**config.mk**
```make
export PLATFORM = sky130hd
export DESIGN_NAME = dma_irq_status
export DESIGN_NICKNAME = d
export VERILOG_FILES = /design/src/design/dma_irq_pkg.sv /design/src/design/irq_chan_flag.sv /design/src/design/dma_irq_status.sv
export VERILOG_INCLUDE_DIRS = /design/src /design/src/design
export SDC_FILE = /design/constraint.sdc
export NUM_CORES = 1
export LEC_CHECK = 0
export BUFFER_PORTS_ARGS = -buffer_cell sky130_fd_sc_hd__buf_2
export CAP_MARGIN = 20
export CORE_MARGIN = 10
export CORE_UTILIZATION = 27
export DETAILED_ROUTE_END_ITERATION = 7
export PLACE_DENSITY = 0.83
export SYNTH_ARGS = -nofsm -noshare
export SYNTH_HDL_FRONTEND = slang
export SYNTH_SLANG_ARGS = --single-unit
```
**constraint.sdc**
```tcl
create_clock -name i_sys_clk -period 1.4 [get_ports i_sys_clk]
set_input_delay 0.21 -clock i_sys_clk [delete_from_list [all_inputs] [get_ports i_sys_clk]]
set_output_delay 0.21 -clock i_sys_clk [all_outputs]
set_load 0.01 [all_outputs]
```
**src/design/dma_irq_cfg.svh**
```systemverilog
// Purpose: constants of the dma interrupt bookkeeping slice
// Assumes: word-aligned byte offsets on an 8-bit register address
// Notes: definitions only
`ifndef DMA_IRQ_CFG_SVH
`define DMA_IRQ_CFG_SVH

`define IRQ_NUM_CH 2
`define IRQ_ADDR_W 8
`define IRQ_DATA_W 32

// register offsets
`define IRQ_OFF_COMBINED 8'h00
`define IRQ_OFF_DONE_STAT 8'h04
`define IRQ_OFF_DONE_CLR 8'h08
`define IRQ_OFF_ERR_STAT 8'h0C

// field positions
`define IRQ_CH0_BIT 0
`define IRQ_CH1_BIT 1

// reset values
`define IRQ_FLAG_RST 1'b0
`define IRQ_RDATA_RST 32'h0000_0000

`endif

```
**src/design/dma_irq_pkg.sv**
```systemverilog
// Purpose: types shared by the interrupt slice and its channel cell
// Assumes: constants come from dma_irq_cfg.svh
// Notes: per-channel control and status travel as packed structs
`include "dma_irq_cfg.svh"

package dma_irq_pkg;

   // per-channel inputs to a flag cell
   typedef struct packed {
      logic tc_evt;
      logic tc_en;
      logic err_raw;
      logic err_en;
      logic done_clr;
   } chan_ctl_s;

   // per-channel state shown by a flag cell
   typedef struct packed {
      logic done_flag;
      logic err_flag;
      logic irq;
   } chan_stat_s;

   typedef logic [`IRQ_ADDR_W-1:0] reg_addr_t;
   typedef logic [`IRQ_DATA_W-1:0] reg_data_t;

endpackage : dma_irq_pkg

```
**src/design/irq_chan_flag.sv**
```systemverilog
// Purpose: one channel's transfer-done sticky flag and masked request
// Assumes: events and masks come from logic on i_sys_clk
// Notes: a done event beats a clear in the same cycle
`timescale 1ns/10ps
`include "dma_irq_cfg.svh"

module irq_chan_flag
   import dma_irq_pkg::*;
(
   // clock and reset
   input wire logic i_sys_clk,
   input wire logic i_rst,
   // channel control
   input wire chan_ctl_s i_ctl,
   // channel state
   output chan_stat_s o_stat
);

   logic done_raw_r;

   // set wins so a completion landing on the clear is kept
   always_ff @(posedge i_sys_clk or posedge i_rst) begin
      if (i_rst) begin
         done_raw_r <= `IRQ_FLAG_RST;
      end else if (i_ctl.tc_evt) begin
         done_raw_r <= 1'b1;
      end else if (i_ctl.done_clr) begin
         done_raw_r <= 1'b0;
      end
   end

   always_comb begin
      o_stat.done_flag = done_raw_r & i_ctl.tc_en;
      o_stat.err_flag = i_ctl.err_raw & i_ctl.err_en;
      o_stat.irq = o_stat.done_flag | o_stat.err_flag;
   end

endmodule : irq_chan_flag

```
**src/design/dma_irq_status.sv**
```systemverilog
// Purpose: transfer-done clear and masked error status registers of a
//    two-channel dma controller, with per-channel interrupt requests
// Assumes: plain register port, read data one cycle after the strobe;
//    unit-side inputs come from logic on i_sys_clk, so no synchronisers
// Notes: the error raw state and its clear live elsewhere in the unit
// Operation
// - writing one at channel 1 clear bit drops channel 1 done flag
// - writing one at channel 0 clear bit drops channel 0 done flag
// - zero written to a clear bit leaves that flag unchanged
// - error status bit 1 reads channel 1 pending error request
// - error status bit 0 reads channel 0 pending error request
// - error status bits only show errors passed by their enable
// - done flags hold terminal-count events and show them only while their enable is set
// - channel request is raised by masked done or masked error
//
// Chosen here: the register offsets and the plain strobed port.
`timescale 1ns/10ps
`include "dma_irq_cfg.svh"

module dma_irq_status
   import dma_irq_pkg::*;
(
   // clock and reset
   input wire logic i_sys_clk,
   input wire logic i_rst,
   // register port
   input wire logic [`IRQ_ADDR_W-1:0] i_addr,
   input wire logic [`IRQ_DATA_W-1:0] i_wdata,
   input wire logic i_wr,
   input wire logic i_rd,
   output logic [`IRQ_DATA_W-1:0] o_rdata,
   // channel events and masks
   input wire logic [`IRQ_NUM_CH-1:0] i_tc_evt,
   input wire logic [`IRQ_NUM_CH-1:0] i_tc_en,
   input wire logic [`IRQ_NUM_CH-1:0] i_err_raw,
   input wire logic [`IRQ_NUM_CH-1:0] i_err_en,
   // channel requests and flags
   output logic [`IRQ_NUM_CH-1:0] o_irq,
   output logic [`IRQ_NUM_CH-1:0] o_done_flag,
   output logic [`IRQ_NUM_CH-1:0] o_err_flag
);

   function automatic logic addr_hit(input reg_addr_t a, input reg_addr_t off);
      addr_hit = (a == off);
   endfunction : addr_hit

   // places the two channel bits in the low lanes, upper lanes zero
   function automatic reg_data_t pack_ch(input logic [`IRQ_NUM_CH-1:0] v);
      reg_data_t d;
      d = `IRQ_RDATA_RST;
      d[`IRQ_CH0_BIT] = v[0];
      d[`IRQ_CH1_BIT] = v[1];
      pack_ch = d;
   endfunction : pack_ch

   chan_ctl_s ctl [`IRQ_NUM_CH];
   chan_stat_s stat [`IRQ_NUM_CH];
   logic clr_wr;
   logic [`IRQ_NUM_CH-1:0] done_clr;
   logic [`IRQ_NUM_CH-1:0] done_flag;
   logic [`IRQ_NUM_CH-1:0] err_flag;
   logic [`IRQ_NUM_CH-1:0] irq;
   reg_data_t rdata_nxt;
   reg_data_t rdata_r;

   // only the clear offset is writable
   assign clr_wr = i_wr & addr_hit(i_addr, `IRQ_OFF_DONE_CLR);

   always_comb begin
      done_clr = '0;
      done_clr[1] = clr_wr & i_wdata[`IRQ_CH1_BIT];
      done_clr[0] = clr_wr & i_wdata[`IRQ_CH0_BIT];
   end

   genvar g;
   generate
      for (g = 0; g < `IRQ_NUM_CH; g++) begin : g_ch
         always_comb begin
            ctl[g].tc_evt = i_tc_evt[g];
            ctl[g].tc_en = i_tc_en[g];
            ctl[g].err_raw = i_err_raw[g];
            ctl[g].err_en = i_err_en[g];
            ctl[g].done_clr = done_clr[g];
         end

         irq_chan_flag u_flag (
            .i_sys_clk(i_sys_clk),
            .i_rst(i_rst),
            .i_ctl(ctl[g]),
            .o_stat(stat[g])
         );

         assign done_flag[g] = stat[g].done_flag;
         assign err_flag[g] = stat[g].err_flag;
         assign irq[g] = stat[g].irq;
      end
   endgenerate

   always_comb begin
      rdata_nxt = `IRQ_RDATA_RST;
      if (i_rd) begin
         if (addr_hit(i_addr, `IRQ_OFF_COMBINED)) begin
            rdata_nxt = pack_ch(irq);
         end else if (addr_hit(i_addr, `IRQ_OFF_DONE_STAT)) begin
            rdata_nxt = pack_ch(done_flag);
         end else if (addr_hit(i_addr, `IRQ_OFF_ERR_STAT)) begin
            rdata_nxt = pack_ch(err_flag);
         end
         // clear register and holes read zero
      end
   end

   // data stands only in the cycle after the strobe
   always_ff @(posedge i_sys_clk or posedge i_rst) begin
      if (i_rst) begin
         rdata_r <= `IRQ_RDATA_RST;
      end else begin
         rdata_r <= rdata_nxt;
      end
   end

   assign o_rdata = rdata_r;
   assign o_irq = irq;
   assign o_done_flag = done_flag;
   assign o_err_flag = err_flag;

endmodule : dma_irq_status

```
Word-level counts from Yosys, hierarchy flattened. Cells that the tools add are included.

Register bits: 34. Input port bits: 52.

Reductions and logical operators: 3. Muxes and demuxes: 8. Equal/unequal tests: 3. Bitwise gates (word level): 9.

Operators by type and width (count): $eq A8 B4 Y1 const B (2); $eq A8 B3 Y1 const B (1); $logic_not A8 Y1 (1); $mux W2 (4); $and A1 B1 Y1 (7); $mux W1 (4); $reduce_bool A2 Y1 (2); $or A1 B1 Y1 (2).

Logic depth before layout (Yosys ltp). Gate-level depths: netlist (run 1).

Depth in word-level cells: 5. Depth in mapped cells: 3. Mapped depth without buffers: 3.

Hierarchy. Synthesis (run 1) repeated with hierarchy kept, for this count alone.

Cell total of the unflattened synthesis: 62. Area total of the unflattened synthesis: 503.0 um2.

By module, submodules not included: dma_irq_status (cells an instance 48, instances 1, area an instance 380.4 um2, seq. area each 50.0 um2); irq_chan_flag (cells an instance 7, instances 2, area an instance 61.3 um2, seq. area each 25.0 um2).

Least setup slack after synthesis (run 1). OpenSTA, ideal clock, no wires.

Kind: input to register. From: input i_addr[7]. To: register rdata_r[0] (netlist: o_rdata[0]). Arrival: 0.842 ns. Slack: 0.493 ns. Buffers on the path: 0. Cell stages on the path: 3. Required time: 1.335 ns. Path through: nor4_1 nor3b_2 o211a_1.

Word-level cells in the longest chain between the ends: 5. Elaborated cells between the ends (all ways): 7. Classes of those cells: eq/ne: 2; mux: 4; reduce/logical: 1.

Ends and longest elaborated chain: start: declaration (line dma_irq_status.sv:27) `` input wire logic [`IRQ_ADDR_W-1:0] i_addr, ``; $eq A8 B4 Y1 (line dma_irq_status.sv:44) `addr_hit = (a == off);`; $mux W2 (line dma_irq_status.sv:106) `` end else if (addr_hit(i_addr, `IRQ_OFF_ERR_STAT)) begin ``; $mux W2 (line dma_irq_status.sv:104) `` end else if (addr_hit(i_addr, `IRQ_OFF_DONE_STAT)) begin ``; $mux W2 * (line dma_irq_status.sv:102) `` if (addr_hit(i_addr, `IRQ_OFF_COMBINED)) begin ``; $mux W2 * (line dma_irq_status.sv:101) `if (i_rd) begin`; net rdata_nxt[0] (line dma_irq_status.sv:63) `reg_data_t rdata_nxt;`; end signal: assignment (line dma_irq_status.sv:116) `` rdata_r <= `IRQ_RDATA_RST; ``; end signal: assignment (line dma_irq_status.sv:118) `rdata_r <= rdata_nxt;`; end: declaration (line dma_irq_status.sv:64) `reg_data_t rdata_r;`.

Mark *: on every way through the listed nets, which the timed path passes. The rest lies on a longest branch. A chain may end at the register's enable or synchronous reset.

Final worst setup path (run 1).
From: register g_ch[1].u_flag.done_raw_r. To: output o_irq[1].

Word-level cells in the longest chain between the ends: 2.

Ends and longest elaborated chain: start: declaration (line irq_chan_flag.sv:19) `logic done_raw_r;`; start signal: assignment (line irq_chan_flag.sv:24) `` done_raw_r <= `IRQ_FLAG_RST; ``; $and A1 B1 Y1 (line irq_chan_flag.sv:33) `o_stat.done_flag = done_raw_r & i_ctl.tc_en;`; $or A1 B1 Y1 (line irq_chan_flag.sv:35) `o_stat.irq = o_stat.done_flag | o_stat.err_flag;`; end: declaration (line dma_irq_status.sv:38) `` output logic [`IRQ_NUM_CH-1:0] o_irq, ``.

No other way between the ends.

==> results of run 1 <==
-- final timing paths --
check,start,end,slack [ns],cells after the start
max in group asynchronous,i_rst,o_rdata[1],0.86,3
worst max-delay path,g_ch[1].u_flag.done_raw_r,o_irq[1],0.29,3
worst max register to register,g_ch[1].u_flag.done_raw_r,o_rdata[1],0.53,3
worst min register to register,g_ch[0].u_flag.done_raw_r,g_ch[0].u_flag.done_raw_r,0.53,2
min in group asynchronous,i_rst,g_ch[1].u_flag.done_raw_r,0.40,3
worst min-delay path,i_rd,o_rdata[1],0.25,2
-- synthesized netlist by cell type --
cell	number
nor2_1	4
inv_1	5
nor3b_2	1
dfrtp_1	4
nand3b_1	3
nor3b_1	2
nand2_1	7
a21oi_1	4
conb_1	1
buf_4	30
o211a_1	2
nor4_1	1
-- metrics by stage --
step / instances / area, um2
finish: 121 / 578.1
global route: 121 / 578.1
CTS: 121 / 578.1
detailed placement: 117 / 545.5
global placement: 117 / 545.5
floorplan: 93 / 594.3
-- where the power goes --
part	total, W	leakage [nW]	switching [W]	internal [W]
combinational	0.000113	0.326	0.0000747	0.0000379
clock	0.000135	0.0138	0.0000397	0.0000954
sequential	0.000117	0.0454	0.0000000728	0.000117
-- critical path, cell delays in order (launching register included) --
cell     delay [ns]
dfrtp_1        0.37
nand2_1        0.11
nand2_1        0.05
buf_2          0.13
-- per-layer routing --
| metal | track usage, % | up-vias | part of all wire [%] |
|---|---|---|---|
| met1 | 5.561 | 192 | 31 |
| met5 | 0 | - | 0 |
| li1 | - | 208 | - |
| met4 | 2.514 | 0 | 0.28 |
| met2 | 13.85 | 23 | 62 |
| met3 | 2.688 | 2 | 6.4 |
-- state kept, by name (all words and copies together) (netlist names) --
name / flops
o_rdata: 2
g_ch.u_flag.done_raw_r: 2
-- layout make-up --
class                   count  area [um2]
fillers                   185        1130
clock buffers               3       22.52
well taps                  25       31.28
inverters                   5       18.77
repair buffers             30       155.1
flip-flops and latches      4       100.1
multi-input cells          54       250.2
-- logic make-up (layout without fill, tap and decap cells) --
family / after synthesis / after routing
AO/OA/AOI/OAI: 6 / 6
buffers and inverters: 35 / 38
flip-flops: 4 / 4
other: 1 / 30
AND/OR/NAND/NOR: 18 / 18
==> impl_metrics.env, run 1 <==
export IMPL_gp_congestion=0.6356
export IMPL_arrival_ns=0.90
export IMPL_yosysUniqueCellTypes=12
export IMPL_via_per_inst=3.512
export IMPL_core_um2=1708
export IMPL_ir_drop_v=0.0002988
export IMPL_cts_hold_buf=1
export IMPL_cts_tree="yes"
export IMPL_ctsResizeCount=0
export IMPL_min_path_type="in -> reg"
export IMPL_period_needed_ns=1.107
export IMPL_period_share_pct=79.05
export IMPL_clock_latency_ns=0.23
export IMPL_synth_top_cells_by_area="buf_4 46%, dfrtp_1 21%, nand2_1 5.4%"
export IMPL_clock_sinks=4
export IMPL_antenna_found_initial=0
export IMPL_postSynthAreaPerCell_um2=7.585
export IMPL_hold_ws_ns=0.2527
export IMPL_grt_max_degree=5
export IMPL_firstDrtPassIters=4
export IMPL_drt_total_wl_mm=1.443
export IMPL_required_ns=1.19
export IMPL_synth_seq_area_share_pct=20.62
export IMPL_cts_made_buffers=3
export IMPL_fp_dieW_um=62.41
export IMPL_fin_ws_ns=0.2933
export IMPL_cts_setup_buffers=0
export IMPL_track_usage_pct=6.783
export IMPL_die_area_um2=3894
export IMPL_synth_top_family_by_area="buffers and inverters"
export IMPL_critPathLaunchType="flop"
export IMPL_rows=15
export IMPL_via_count=425
export IMPL_avgRoutedWirePerCell_um=11.93
export IMPL_first_iter_violations=1
export IMPL_synthAdderAreaFrac_pct=0
export IMPL_die_h_um=62.41
export IMPL_clock_path_buffers=2
export IMPL_synth_warnings=0
export IMPL_rsz0062_at_grt="false"
export IMPL_finalClockSkew_ns=0.001186
export IMPL_p_leak_nw=0.3854
export IMPL_ant_nets=0
export IMPL_final_cell_mix="30 x conb_1, 29 x buf_2, 7 x nand2_1"
export IMPL_clkTransAtPathRegs_ns=0.04
export IMPL_synth_area_um2=485.5
export IMPL_synthMuxAreaShare_pct=0
export IMPL_cap_violations=0
export IMPL_end_kind="output pin"
export IMPL_synth_xor_area_share_pct=0
export IMPL_nets=150
export IMPL_dp_slack_ns=0.2327
export IMPL_fmax_mhz=903.6
export IMPL_path_class="reg -> out"
export IMPL_syn_to_final_growth_pct=19.07
export IMPL_initial_core_util_pct=28.42
export IMPL_final_common_cell="conb_1"
export IMPL_drcViolationCount=0
export IMPL_synth_compound_area_share_pct=8.247
export IMPL_cts_root_buffer="clkbuf_4"
export IMPL_hold_violations=0
export IMPL_cp_max_fo=3
export IMPL_fin_tns_setup_ns=0
export IMPL_grt_pass1_vias=469
export IMPL_yosys_area_top_type="buf_4"
export IMPL_finalSetupViolCount=0
export IMPL_grt_pass1_wl_mm=2.125
export IMPL_fin_util_pct=33.85
export IMPL_io_buffer_count=29
export IMPL_synth_top_area_share_pct=46.39
export IMPL_hpwlAfterDp_mm=1.332
export IMPL_status="complete, no violations"
export IMPL_synth_simple_area_share_pct=20.10
export IMPL_synthCells=64
export IMPL_grt_overflow=0
export IMPL_powerDensity_nw_per_um2=630.1
export IMPL_diodes=0
export IMPL_slew_viol_final=0
export IMPL_drive_above_1_share_pct=34.38
export IMPL_power_total_w=0.0003643
export IMPL_ioPinCount=90
export IMPL_ys_ff_latch=4
export IMPL_ctsHtreeMaxLevel=1
No activity file was read; power rests on OpenSTA's default activity.
==> run 2: changes to the inputs <==
--- a/config.mk
+++ b/config.mk
@@ -9,9 +9,9 @@
 export BUFFER_PORTS_ARGS = -buffer_cell sky130_fd_sc_hd__buf_2
 export CAP_MARGIN = 20
 export CORE_MARGIN = 10
-export CORE_UTILIZATION = 27
+export CORE_UTILIZATION = 23
 export DETAILED_ROUTE_END_ITERATION = 7
-export PLACE_DENSITY = 0.83
+export PLACE_DENSITY = 0.75
 export SYNTH_ARGS = -nofsm -noshare
 export SYNTH_HDL_FRONTEND = slang
 export SYNTH_SLANG_ARGS = --single-unit
==> constraint.sdc (replaced) <==
create_clock -name i_sys_clk -period 1 [get_ports i_sys_clk]
set_input_delay 0.15 -clock i_sys_clk [delete_from_list [all_inputs] [get_ports i_sys_clk]]
set_output_delay 0.15 -clock i_sys_clk [all_outputs]
set_load 0.01 [all_outputs]
==> run 2 against run 1 <==
  * The flow now finishes with violations (negative setup slack)
  * Clock power rose by 47%
  * Sequential power rose by 39%
  * Global-route usage fell by 0.17 points
  * Clock skew fell by 0.0012 ns
  * Critical path type unchanged
==> impl_metrics.env, run 2 (synthesis gave the netlist of run 1 again) <==
export IMPL_drcViolationCount=0
export IMPL_period_share_pct=104.8
export IMPL_hold_depth=3
export IMPL_clock_sinks=4
export IMPL_ioPinCount=90
export IMPL_avgRoutedWirePerCell_um=12.01
export IMPL_fmax_mhz=954.6
export IMPL_hold_ws_ns=0.1862
export IMPL_end_kind="output pin"
export IMPL_ir_drop_v=0.0002252
export IMPL_min_from="i_tc_evt[0]"
export IMPL_powerDensity_nw_per_um2=855.4
export IMPL_fin_ws_ns=-0.04758
export IMPL_antenna_found_initial=0
export IMPL_arrival_ns=0.90
export IMPL_first_iter_violations=4
export IMPL_syn_to_final_growth_pct=30.15
export IMPL_via_count=456
export IMPL_cp_max_fo=3
export IMPL_min_to="g_ch[0].u_flag.done_raw_r"
export IMPL_required_ns=0.85
export IMPL_worstPathCellList="nand2_2 > nand2_2 > buf_6"
export IMPL_r2r_start="g_ch[0].u_flag.done_raw_r"
export IMPL_stdcell_count=126
export IMPL_nets=153
export IMPL_dpl_cell_count=119
export IMPL_p_leak_nw=0.4066
export IMPL_rrSetupSlack_ns=0.03
export IMPL_clock_path_buffers=2
export IMPL_grt_overflow=0
export IMPL_status="finished, violations left"
export IMPL_clock_latency_ns=0.24
export IMPL_hold_violations=0
export IMPL_finalSetupViolCount=4
export IMPL_track_usage_pct=6.612
export IMPL_final_cell_mix="30 x conb_1, 26 x buf_2, 5 x inv_1"
export IMPL_ctsHtreeMaxLevel=1
export IMPL_hpwlAfterDp_mm=1.350
export IMPL_die_area_um2=4348
export IMPL_grt_max_degree=5
export IMPL_cts_tree="yes"
export IMPL_fp_dieW_um=65.94
export IMPL_cap_violations=0
export IMPL_rsz0062_at_grt="true"
export IMPL_finalClockSkew_ns=0.00002656
export IMPL_grt_pass1_vias=498
export IMPL_worst_path_buf_inv=1
export IMPL_io_buffer_count=29
export IMPL_crit_path_top_delay_cell="dfrtp_1"
export IMPL_cts_root_buffer="clkbuf_4"
export IMPL_critPathLaunchType="flop"
export IMPL_final_common_cell="conb_1"
export IMPL_slowest_delay_ns=0.38
export IMPL_grt_pass1_wl_mm=2.173
export IMPL_min_path_type="in -> reg"
export IMPL_drt_total_wl_mm=1.513
export IMPL_gp_congestion=0.7019
export IMPL_initial_core_util_pct=24.49
export IMPL_critPathTopFamily="flip-flops"
export IMPL_via_per_inst=3.619
export IMPL_rows=16
export IMPL_ant_nets=0
export IMPL_diodes=0
export IMPL_rr_worst_depth=4
export IMPL_fin_tns_setup_ns=-0.1498
export IMPL_cpMostUsedCell="nand2_2"
export IMPL_period_needed_ns=1.048
export IMPL_core_um2=1982
export IMPL_violations="negative setup slack"
export IMPL_slew_viol_final=0
export IMPL_die_h_um=65.94
export IMPL_cts_made_buffers=3
export IMPL_path_class="reg -> out"
export IMPL_worstReg2RegEnd="o_rdata[0]"
export IMPL_clkTransAtPathRegs_ns=0.04
export IMPL_drive_above_1_share_pct=40.40
export IMPL_firstDrtPassIters=5
==> run 2: layer usage <==
metal / up-vias / global-route usage [%] / wire (um)
met5: - / 0 / 0
met1: 196 / 6.072 / 559
met2: 44 / 9.541 / 594
met4: 0 / 7.853 / 51
met3: 4 / 3.559 / 308
li1: 212 / - / -
==> run 2: where the power goes <==
| group | internal (W) | total, W | switching [W] |
|---|---|---|---|
| logic | 0.0000676 | 0.000178 | 0.000110 |
| registers | 0.000163 | 0.000163 | 0.000000118 |
| clock network | 0.000134 | 0.000199 | 0.0000650 |
| total | 0.000365 | 0.000540 | 0.000176 |
==> run 2: timing repair <==
action,4_1_cts,5_1_grt
hold endpoints to repair,4,0
cloned,0,0
pin swaps,0,3
setup buffers,1,2
hold buffers,1,0
gates resized for setup,2,5
setup endpoints to repair,4,5
==> run 2: worst max-delay path by stage <==
| stage | from | slack (ns) | cells after the start | end |
|---|---|---|---|---|
| floorplan | i_addr[7] | 0.15 | 3 | o_rdata[0] |
| global placement | i_addr[7] | -0.11 | 4 | o_rdata[1] |
| detailed placement | i_addr[7] | -0.14 | 4 | o_rdata[0] |
| CTS | g_ch[0].u_flag.done_raw_r | -0.07 | 3 | o_irq[0] |
| global route | g_ch[0].u_flag.done_raw_r | -0.10 | 3 | o_irq[0] |
| finish | g_ch[0].u_flag.done_raw_r | -0.05 | 3 | o_irq[0] |
==> run 2: layout make-up <==
cell class / instances / area [um2]
Clock buffer: 3 / 22.52
Multi-Input combinational cell: 54 / 260.3
Inverter: 5 / 18.77
Sequential cell: 4 / 100.1
Fill cell: 223 / 1350
Tap cell: 27 / 33.78
Timing Repair Buffer: 33 / 196.4
==> run 2: worst reg2reg max path: stages, from the launching register on <==
cell     delay [ns]
dfrtp_1        0.38
nand2_2        0.10
buf_4          0.11
a21oi_1        0.05
o211a_1        0.21
==> run 2: per-stage QoR <==
step / instance area (um2) / total power, W / utilization (%) / worst slack (ns)
after floorplan: 594.3 / 0.0003363 / - / 0.1525
after global placement: 548.0 / 0.0003115 / 27.65 / -0.1100
after detailed placement: 548.0 / 0.0003144 / 27.65 / -0.1413
after CTS: 593.1 / 0.0005335 / 29.92 / -0.07202
after global routing: 631.9 / 0.0005848 / 31.88 / -0.1028
final: 631.9 / 0.0005405 / 31.88 / -0.04758
